File: src/common/ptb_pkg.sv
package ptb_pkg;

    localparam int DATA_W     = 32;
    localparam int FIFO_DEPTH = 16;
    localparam int BASE_W     = 8;
    localparam int BASE_LSB   = 24;
    localparam int MEM_EN_POS = 1;

    // configuration header byte offsets
    localparam logic [7:0] CFG_CMD_OFS = 8'h04;
    localparam logic [7:0] CFG_BAR_OFS = 8'h10;

    localparam logic [BASE_W-1:0] BASE_RST   = 8'h00;
    localparam logic              MEM_EN_RST = 1'b0;
    localparam logic [1:0]        CFG_TYPE0  = 2'h0;
    localparam logic [DATA_W-1:0] ZERO_WORD  = 32'h0000_0000;

    // command codes as seen on the c/be pins
    localparam logic [3:0] CMD_MEM_RD      = 4'h6;
    localparam logic [3:0] CMD_MEM_WR      = 4'h7;
    localparam logic [3:0] CMD_CFG_RD      = 4'hA;
    localparam logic [3:0] CMD_CFG_WR      = 4'hB;
    localparam logic [3:0] CMD_MEM_RD_MUL  = 4'hC;
    localparam logic [3:0] CMD_MEM_RD_LINE = 4'hE;
    localparam logic [3:0] CMD_MEM_WR_INV  = 4'hF;

    typedef enum logic [2:0] {
        ST_IDLE      = 3'b000,
        ST_DATA      = 3'b001,
        ST_BUSY      = 3'b010,
        ST_RELEASE   = 3'b011,
        ST_STOP_WAIT = 3'b100
    } ptb_state_e;

    typedef struct packed {
        logic [DATA_W-1:0] ad;
        logic [3:0]        cbe_n;
        logic              frame_n;
        logic              irdy_n;
        logic              idsel;
    } ptb_bus_in_s;

    typedef struct packed {
        logic [DATA_W-1:0] ad;
        logic              ad_oe_n;
        logic              trdy_n;
        logic              stop_n;
        logic              devsel_n;
        logic              ctl_oe_n;
    } ptb_tgt_out_s;

    typedef struct packed {
        logic [DATA_W-1:0] rd_data;
        logic              dev_req_n;
        logic              abort_n;
        logic              retry_n;
    } ptb_be_in_s;

endpackage : ptb_pkg

File: src/ptb_fifo.sv
`timescale 1ns/1ns
module ptb_fifo #(
    parameter int W     = 32,
    parameter int DEPTH = 16
) (
    input  wire logic         clk,
    input  wire logic         sys_rst,
    input  wire logic         in_valid,
    output logic              in_ready,
    input  wire logic [W-1:0] in_data,
    output logic              out_valid,
    input  wire logic         out_ready,
    output logic [W-1:0]      out_data
);
    localparam int AW = $clog2(DEPTH);

    logic [W-1:0]  mem_r [DEPTH];
    logic [AW-1:0] wp_r;
    logic [AW-1:0] wp_nxt;
    logic [AW-1:0] rp_r;
    logic [AW-1:0] rp_nxt;
    logic [AW:0]   cnt_r;
    logic [AW:0]   cnt_nxt;
    logic          push;
    logic          pop;

    assign in_ready  = (cnt_r != DEPTH[AW:0]);
    assign out_valid = (cnt_r != '0);
    assign out_data  = mem_r[rp_r];
    assign push      = in_valid && in_ready;
    assign pop       = out_valid && out_ready;

    always_comb begin
        wp_nxt  = push ? wp_r + 1'b1 : wp_r;
        rp_nxt  = pop ? rp_r + 1'b1 : rp_r;
        cnt_nxt = cnt_r;
        if (push && !pop) begin
            cnt_nxt = cnt_r + 1'b1;
        end else if (pop && !push) begin
            cnt_nxt = cnt_r - 1'b1;
        end
    end

    always_ff @(posedge clk) begin
        if (sys_rst) begin
            wp_r  <= '0;
            rp_r  <= '0;
            cnt_r <= '0;
        end else begin
            wp_r  <= wp_nxt;
            rp_r  <= rp_nxt;
            cnt_r <= cnt_nxt;
        end
    end

    always_ff @(posedge clk) begin
        if (push) begin
            mem_r[wp_r] <= in_data;
        end
    end

endmodule : ptb_fifo

File: src/ptb_addr_dec.sv
`timescale 1ns/1ns
module ptb_addr_dec (
    input  wire logic [31:0] ad,
    input  wire logic [3:0]  cbe_n,
    input  wire logic        idsel,
    input  wire logic [7:0]  base,
    input  wire logic        mem_en,
    output logic             mem_hit,
    output logic             cfg_hit,
    output logic             is_write
);
    logic is_mem;
    logic match;

    always_comb begin
        is_mem = (cbe_n == ptb_pkg::CMD_MEM_RD) || (cbe_n == ptb_pkg::CMD_MEM_WR)
              || (cbe_n == ptb_pkg::CMD_MEM_RD_MUL) || (cbe_n == ptb_pkg::CMD_MEM_RD_LINE)
              || (cbe_n == ptb_pkg::CMD_MEM_WR_INV);
        match    = (ad[31:ptb_pkg::BASE_LSB] == base);
        mem_hit  = is_mem && match && mem_en;
        cfg_hit  = idsel && (ad[1:0] == ptb_pkg::CFG_TYPE0)
                && ((cbe_n == ptb_pkg::CMD_CFG_RD) || (cbe_n == ptb_pkg::CMD_CFG_WR));
        is_write = (cbe_n == ptb_pkg::CMD_MEM_WR) || (cbe_n == ptb_pkg::CMD_MEM_WR_INV)
                || (cbe_n == ptb_pkg::CMD_CFG_WR);
    end

endmodule : ptb_addr_dec

File: src/ptb_target.sv
`timescale 1ns/1ns
// Operation
// on a hit, present the address word and raise hit, space select, write flag.
// back end asserts done request low and holds it until acknowledge goes high.
// acknowledge goes high when irdy and trdy meet with frame deasserted.
// back-end abort or retry inputs end the cycle with matching bus terminations.
// back end reads its program from write data: low 24 bits, command bits 27:24.
// all target options are supported except exclusive locking.
// sequencer resets to idle and watches the bus for a new access.
// address phase compares base; match raises hit and enters data, else busy.
// busy waits until the foreign transaction ends and the bus is idle.
// data ends in release for single phases, in stop wait on burst attempts.
// release state frees drivers and returns to idle on the next clock.
// stop wait holds stop until frame deasserts, then goes to release.
// disconnect drives stop, trdy and devsel together.
// initiator drops frame after a disconnect and completes only with irdy.
// no read data or full fifo ends the cycle by retry: stop, devsel, no trdy.
// upper address byte compared with base, qualified by memory enable.
// unimplemented configuration registers ignore writes and read zero.
// base register reads zero in its don't-care bits for sizing.
// base byte sits at header offset 10h and loads on configuration write.
// initiator drives the two low address lines as 00 in configuration cycles.
// memory enable zero leaves only configuration; one allows memory space.
// bus data drivers enabled on reads, back-end drivers on writes.
// a word moves only on an edge with irdy and trdy both asserted.
// only upper 8 base bits are writable, lower 24 read zero.
// reset clears state, base byte, memory enable, hit and acknowledge.
module ptb_target (
    input  wire logic                 clk,
    input  wire logic                 sys_rst,
    input  wire ptb_pkg::ptb_bus_in_s bus,
    output ptb_pkg::ptb_tgt_out_s     tgt,
    input  wire ptb_pkg::ptb_be_in_s  be_in,
    output logic [31:0]               be_addr,
    output logic                      hit,
    output logic                      space_sel,
    output logic                      mem_wr,
    output logic                      dev_ack_n,
    output logic [31:0]               be_wr_data,
    output logic                      be_wr_valid,
    input  wire logic                 be_wr_ready,
    output logic                      be_d_oe_n
);
    ptb_pkg::ptb_state_e state_r;
    ptb_pkg::ptb_state_e state_nxt;
    logic        devsel_r;
    logic        devsel_nxt;
    logic        trdy_r;
    logic        trdy_nxt;
    logic        stop_r;
    logic        stop_nxt;
    logic [31:0] ad_out_r;
    logic [31:0] ad_out_nxt;
    logic        hit_r;
    logic        hit_nxt;
    logic        space_r;
    logic        space_nxt;
    logic        ack_r;
    logic        ack_nxt;
    logic [31:0] be_addr_r;
    logic [31:0] be_addr_nxt;
    logic        cur_wr_r;
    logic        cur_wr_nxt;
    logic        cfg_r;
    logic        cfg_nxt;
    logic [7:0]  cfg_ofs_r;
    logic [7:0]  cfg_ofs_nxt;
    logic [7:0]  base_r;
    logic [7:0]  base_nxt;
    logic        mem_en_r;
    logic        mem_en_nxt;

    logic        mem_hit;
    logic        cfg_hit;
    logic        is_write;
    logic        xfer;
    logic        fifo_in_ready;
    logic [31:0] cfg_rd_val;
    logic        rd_ready;
    logic        term_retry;
    logic        term_abort;

    ptb_addr_dec u_dec (
        .ad       (bus.ad),
        .cbe_n    (bus.cbe_n),
        .idsel    (bus.idsel),
        .base     (base_r),
        .mem_en   (mem_en_r),
        .mem_hit  (mem_hit),
        .cfg_hit  (cfg_hit),
        .is_write (is_write)
    );

    ptb_fifo #(
        .W     (ptb_pkg::DATA_W),
        .DEPTH (ptb_pkg::FIFO_DEPTH)
    ) u_wr_fifo (
        .clk       (clk),
        .sys_rst   (sys_rst),
        .in_valid  (xfer && cur_wr_r && !cfg_r),
        .in_ready  (fifo_in_ready),
        .in_data   (bus.ad),
        .out_valid (be_wr_valid),
        .out_ready (be_wr_ready),
        .out_data  (be_wr_data)
    );

    assign xfer = (state_r == ptb_pkg::ST_DATA) && trdy_r && !bus.irdy_n;

    always_comb begin
        cfg_rd_val = ptb_pkg::ZERO_WORD;
        if (cfg_ofs_r == ptb_pkg::CFG_BAR_OFS) begin
            cfg_rd_val[31:ptb_pkg::BASE_LSB] = base_r;
        end else if (cfg_ofs_r == ptb_pkg::CFG_CMD_OFS) begin
            cfg_rd_val[ptb_pkg::MEM_EN_POS] = mem_en_r;
        end
    end

    always_comb begin
        rd_ready   = cfg_r || !be_in.dev_req_n;
        term_abort = !cfg_r && !be_in.abort_n;
        term_retry = !cfg_r && (!be_in.retry_n
                  || (cur_wr_r ? !fifo_in_ready : !rd_ready));
    end

    // sequencer, no lock handling by design R6
    always_comb begin
        state_nxt   = state_r;
        devsel_nxt  = devsel_r;
        trdy_nxt    = trdy_r;
        stop_nxt    = stop_r;
        ad_out_nxt  = ad_out_r;
        hit_nxt     = hit_r;
        space_nxt   = space_r;
        ack_nxt     = ack_r;
        be_addr_nxt = be_addr_r;
        cur_wr_nxt  = cur_wr_r;
        cfg_nxt     = cfg_r;
        cfg_ofs_nxt = cfg_ofs_r;
        base_nxt    = base_r;
        mem_en_nxt  = mem_en_r;
        case (state_r)
            ptb_pkg::ST_IDLE: begin
                if (!bus.frame_n) begin
                    cur_wr_nxt  = is_write;
                    cfg_ofs_nxt = bus.ad[7:0];
                    if (mem_hit) begin
                        state_nxt   = ptb_pkg::ST_DATA;
                        devsel_nxt  = 1'b1;
                        hit_nxt     = 1'b1;
                        space_nxt   = 1'b1;
                        ack_nxt     = 1'b1;
                        be_addr_nxt = bus.ad;
                        cfg_nxt     = 1'b0;
                    end else if (cfg_hit) begin
                        state_nxt  = ptb_pkg::ST_DATA;
                        devsel_nxt = 1'b1;
                        cfg_nxt    = 1'b1;
                    end else begin
                        state_nxt = ptb_pkg::ST_BUSY;
                    end
                end
            end
            ptb_pkg::ST_DATA: begin
                if (xfer) begin
                    trdy_nxt = 1'b0;
                    if (cfg_r && cur_wr_r) begin
                        if (cfg_ofs_r == ptb_pkg::CFG_BAR_OFS) begin
                            base_nxt = bus.ad[31:ptb_pkg::BASE_LSB];
                        end else if (cfg_ofs_r == ptb_pkg::CFG_CMD_OFS) begin
                            mem_en_nxt = bus.ad[ptb_pkg::MEM_EN_POS];
                        end
                    end
                    if (bus.frame_n) begin
                        state_nxt  = ptb_pkg::ST_RELEASE;
                        devsel_nxt = 1'b0;
                        stop_nxt   = 1'b0;
                        ack_nxt    = 1'b0;
                        hit_nxt    = 1'b0;
                    end else begin
                        state_nxt = ptb_pkg::ST_STOP_WAIT;
                        stop_nxt  = 1'b1;
                    end
                end else if (!trdy_r) begin
                    if (term_abort) begin
                        state_nxt  = ptb_pkg::ST_STOP_WAIT;
                        stop_nxt   = 1'b1;
                        devsel_nxt = 1'b0;
                    end else if (term_retry) begin
                        state_nxt = ptb_pkg::ST_STOP_WAIT;
                        stop_nxt  = 1'b1;
                    end else begin
                        trdy_nxt   = 1'b1;
                        stop_nxt   = !bus.frame_n;
                        ad_out_nxt = cfg_r ? cfg_rd_val : be_in.rd_data;
                    end
                end
            end
            ptb_pkg::ST_STOP_WAIT: begin
                if (bus.frame_n) begin
                    state_nxt  = ptb_pkg::ST_RELEASE;
                    stop_nxt   = 1'b0;
                    devsel_nxt = 1'b0;
                    trdy_nxt   = 1'b0;
                    ack_nxt    = 1'b0;
                    hit_nxt    = 1'b0;
                end
            end
            ptb_pkg::ST_RELEASE: begin
                state_nxt = ptb_pkg::ST_IDLE;
                space_nxt = 1'b0;
            end
            ptb_pkg::ST_BUSY: begin
                if (bus.frame_n && bus.irdy_n) begin
                    state_nxt = ptb_pkg::ST_IDLE;
                end
            end
            default: begin
                state_nxt = ptb_pkg::ST_IDLE;
            end
        endcase
    end

    always_ff @(posedge clk) begin
        if (sys_rst) begin
            state_r   <= ptb_pkg::ST_IDLE;
            devsel_r  <= 1'b0;
            trdy_r    <= 1'b0;
            stop_r    <= 1'b0;
            ad_out_r  <= ptb_pkg::ZERO_WORD;
            hit_r     <= 1'b0;
            space_r   <= 1'b0;
            ack_r     <= 1'b0;
            be_addr_r <= ptb_pkg::ZERO_WORD;
            cur_wr_r  <= 1'b0;
            cfg_r     <= 1'b0;
            cfg_ofs_r <= 8'h00;
            base_r    <= ptb_pkg::BASE_RST;
            mem_en_r  <= ptb_pkg::MEM_EN_RST;
        end else begin
            state_r   <= state_nxt;
            devsel_r  <= devsel_nxt;
            trdy_r    <= trdy_nxt;
            stop_r    <= stop_nxt;
            ad_out_r  <= ad_out_nxt;
            hit_r     <= hit_nxt;
            space_r   <= space_nxt;
            ack_r     <= ack_nxt;
            be_addr_r <= be_addr_nxt;
            cur_wr_r  <= cur_wr_nxt;
            cfg_r     <= cfg_nxt;
            cfg_ofs_r <= cfg_ofs_nxt;
            base_r    <= base_nxt;
            mem_en_r  <= mem_en_nxt;
        end
    end

    always_comb begin
        tgt.ad       = ad_out_r;
        tgt.ad_oe_n  = !((state_r == ptb_pkg::ST_DATA) && !cur_wr_r && trdy_r);
        tgt.trdy_n   = !trdy_r;
        tgt.stop_n   = !stop_r;
        tgt.devsel_n = !devsel_r;
        tgt.ctl_oe_n = !((state_r == ptb_pkg::ST_DATA) || (state_r == ptb_pkg::ST_STOP_WAIT)
                     || (state_r == ptb_pkg::ST_RELEASE));
        be_addr      = be_addr_r;
        hit          = hit_r;
        space_sel    = space_r;
        mem_wr       = hit_r && cur_wr_r;
        dev_ack_n    = !ack_r;
        be_d_oe_n    = !(hit_r && cur_wr_r);
    end
endmodule : ptb_target

File: config.mk
export PLATFORM = sky130hd
export DESIGN_NAME = ptb_target
export DESIGN_NICKNAME = d
export VERILOG_FILES = /design/src/common/ptb_pkg.sv /design/src/ptb_fifo.sv /design/src/ptb_addr_dec.sv /design/src/ptb_target.sv
export SDC_FILE = /design/constraint.sdc
export NUM_CORES = 1
export LEC_CHECK = 0
export ABC_AREA = 0
export CORE_AREA = 2 2 233 235
export CTS_CLUSTER_DIAMETER = 50
export DETAILED_ROUTE_END_ITERATION = 10
export DIE_AREA = 0 0 235 237
export DONT_BUFFER_PORTS = 1
export PLACE_DENSITY = 0.55
export SYNTH_ARGS = -nofsm -noshare
export SYNTH_HDL_FRONTEND = slang
export SYNTH_HIERARCHICAL = 1
export SYNTH_SLANG_ARGS = --single-unit
File: constraint.sdc
create_clock -name clk -period 8.49 [get_ports clk]
set_input_delay 1.698 -clock clk [delete_from_list [all_inputs] [get_ports clk]]
set_output_delay 1.698 -clock clk [all_outputs]
set_load 0.05 [all_outputs]
==> flow_summary.toml <==
[timing]
tns_ps = 0
hold_viol_final = 0
fin_crit_sh_pct = 62.1
rsz0062_at_grt = "no"
drv_slew = 0
worst_pin_slew_ps = 1090
max_freq_mhz = 190
slew-limit-headroom_pct = 27.4
setup_viol = 0
post-route-min-period_ps = 5270
finalClockSkew_ps = 28.0

[setup_path]
start_kind = "flop"
reg2reg_from = "state_r[0]"
cp_slowest_cell = "dfxtp_4"
worstPathRequired_ps = 6790
slowest_delay_ps = 950
r2r_cells = 11
critical_path_class = "flop to output pin"
worst_setup_path_end_kind = "output pin"
crit_arrival_ps = 3570
path_cells = "buf_12 -> mux4_2 -> a22oi_1 -> nand2_1"
worst-path-max-fanout = 86

[routing]
drt_iter0_drc = 804
antenna_left = 0
vias = 12300
drc_errors = 0
finalWirelength_mm = 56.4
routed_via_density = 5.78
wire_per_inst_um = 26.5
first_pass_iters = 5

[power_and_ir_drop]
swShare_pct = 24.2
internal_power_mw = 5.61
ir_worst_vdd_mv = 0.145
comb_power_share_pct = 11.2
powerDensity_nw_per_um2 = 273
leakagePower_nw = 8.46
p_clk_share_pct = 42.9
power_switching_mw = 1.79
seq_power_share_pct = 45.9
p_total_mw = 7.40

[floorplan]
die_w_um = 235
die_h_um = 237
initial_core_util_pct = 44.6
core.rowCount = 85
pin_count = 184
dieArea_sq_um = 55700
core_sq_um = 53300

[synthesis]
syn_inst = 1358
yosys.area.top_type = "edfxtp_1"
ys_ff_latch = 620
syn-num-nets = 1445
ys_seq_area_share_pct = 73.9
netlist_area_sq_um = 23700
synth_cell_types = 58
synthArstFlopShare_pct = 0
yosys-top-cells-area = "edfxtp_1 65%, mux4_2 12%, dfxtp_1 9.1%"
yosysWarnings = 6
synthFlopType = "edfxtp_1"
synth_top_area_share_pct = 64.8
syn_area_per_cell_sq_um = 17.5
synth-edff-count = 512

[clock_network]
cts_buffers = 71
cts_sinks = 620
clk_latency_ps = 600
post_cts_buffers = 0
clockBufferDepth = 3
cts_hold_buf = 0
cts_resized = 0
path_clk_slew_ps = 60
h-tree-depth = 3
cts_tree = "yes"
root_buffer = "clkbuf_16"

[cells_and_area]
final_core_util_pct = 50.8
nets = 1465
final_cells = 2133
area_growth_pct = 14.1
n_fill_cell = 4353
drive_above_1_share_pct = 21.0

[global_routing]
met2_usage_pct = 34.3
grt_max_degree = 109
antenna_found_initial = 0
met1_usage_pct = 27.3
busiest_layer = "met2"
grt_overflow = 0
grt_pass1_vias = 12900
grt_pass1_wl_mm = 84.6
met3_usage_pct = 4.49
grt_use_total_pct = 20.5

[run_status]
status = "finished, final reports clean"

[placed_design]
post-place-cells = 2001
io_buffers = 0
place_congestion = 0.782
dp_hpwl_mm = 30.7

[flow_run]
drv_cap = 0

[hold_path]
min-delay-path-class = "flop to flop"
whs_path_depth = 2
min_from = "cfg_ofs_r[0]"
-- registers in the layout, indices dropped and copies added (netlist names), 3 cells and up, named ones only --
name and cells:
u_wr_fifo/mem_r 512, ad_out_r 32, u_wr_fifo/rp_r 4, be_addr 32, cfg_ofs_r 8, base_r 8, u_wr_fifo/wp_r 4, u_wr_fifo/cnt_r 5
state_r 3
-- cells in the mapped netlist (3+ instances only) --
library cell / instances
inv_1: 12
ha_1: 9
nand2b_1: 6
buf_2: 14
nand2_1: 155
nor2b_1: 3
a211oi_1: 4
nor2_1: 61
nor4_1: 4
a21oi_1: 81
buf_1: 13
mux4_2: 128
mux2i_1: 12
buf_4: 9
dfxtp_1: 108
o21ai_0: 5
nand3_1: 28
edfxtp_1: 512
o211ai_1: 3
clkbuf_1: 44
xor2_1: 6
and3_1: 4
nor3_1: 15
xnor2_1: 10
a22oi_1: 64
a221oi_1: 9
-- logic make-up (layout without fill, tap and decap cells) --
logic type,Yosys count,count (layout),synth area share (%)
adders and majority gates,10,10,0.559
xor gates and xnor gates,16,16,0.590
and+or+nand+nor,296,296,5.53
muxes,141,141,12.7
other,0,1,0
AOI/OAI and AO/OA,181,181,5.02
buffers and inverters,94,172,1.73
DFF,620,620,73.9
-- area by class of cell --
cell class              instances  area [sq um]  area share (%)
diodes                          1          2.50         0.00924
clock buffers                  87          1930            7.12
clock inverters                44           532            1.96
inverters                      13          48.8           0.180
multi-input cells             644          5930            21.9
flip-flops and latches        620         17500            64.8
well taps                     696           871            3.22
repair buffers                 28           223           0.822
-- routing by layer --
metal	vias up	wire [um]
li1	5408	-
met1	6459	23500
met2	415	28200
met3	53	3880
met4	0	865
met5	-	0
-- cells in the final DEF (no fill, tap or decap), types with 6 or more instances in the layout --
master,n
xor2_1,6
inv_6,6
clkinv_1,12
nand2_1,154
nand3_1,28
xnor2_1,10
a22oi_1,64
dfxtp_1,106
nand2b_1,6
nor2_4,13
ha_1,9
nor2_1,48
clkbuf_16,73
inv_1,12
mux4_2,128
buf_4,27
edfxtp_1,512
clkbuf_1,9
clkinv_2,10
nor3_1,11
a21oi_1,81
a221oi_1,9
bufinv_16,10
mux2i_1,12
-- power groups by stage --
stage | Clock, mW | Combinational [mW] | Sequential, mW
2_1_floorplan | 0 | 0.789 | 3.38
3_3_place_gp | 0 | 0.839 | 3.46
3_5_place_dp | 0 | 0.842 | 3.46
4_1_cts | 3.24 | 0.843 | 3.40
5_1_grt | 3.37 | 0.889 | 3.40
6_report | 3.18 | 0.829 | 3.39
-- critical path, delay by kind of cell, from the launching register on --
family	cells	cell delay, ps
AOI/OAI and AO/OA	1	280
buffers and inverters	1	660
DFF	1	950
muxes	1	600
and+or+nand+nor	1	420
-- final timing paths --
path                        end  slack, ps
max              be_wr_data[30]       3220
min                cfg_ofs_r[0]        450
max reg2reg  u_wr_fifo/cnt_r[4]       4950
min reg2reg        cfg_ofs_r[0]        450
-- stage by stage --
step / worst slack [ps] / instance area (sq um) / hold WS [ps]
4_1_cts: 3020 / 27100 / 452
2_1_floorplan: 3010 / 23700 / 436
3_5_place_dp: 3680 / 24600 / 443
3_3_place_gp: 3640 / 24600 / 437
6_report: 3220 / 27100 / 450
5_1_grt: 2890 / 27100 / 473
(Power assumes the default switching activity.)
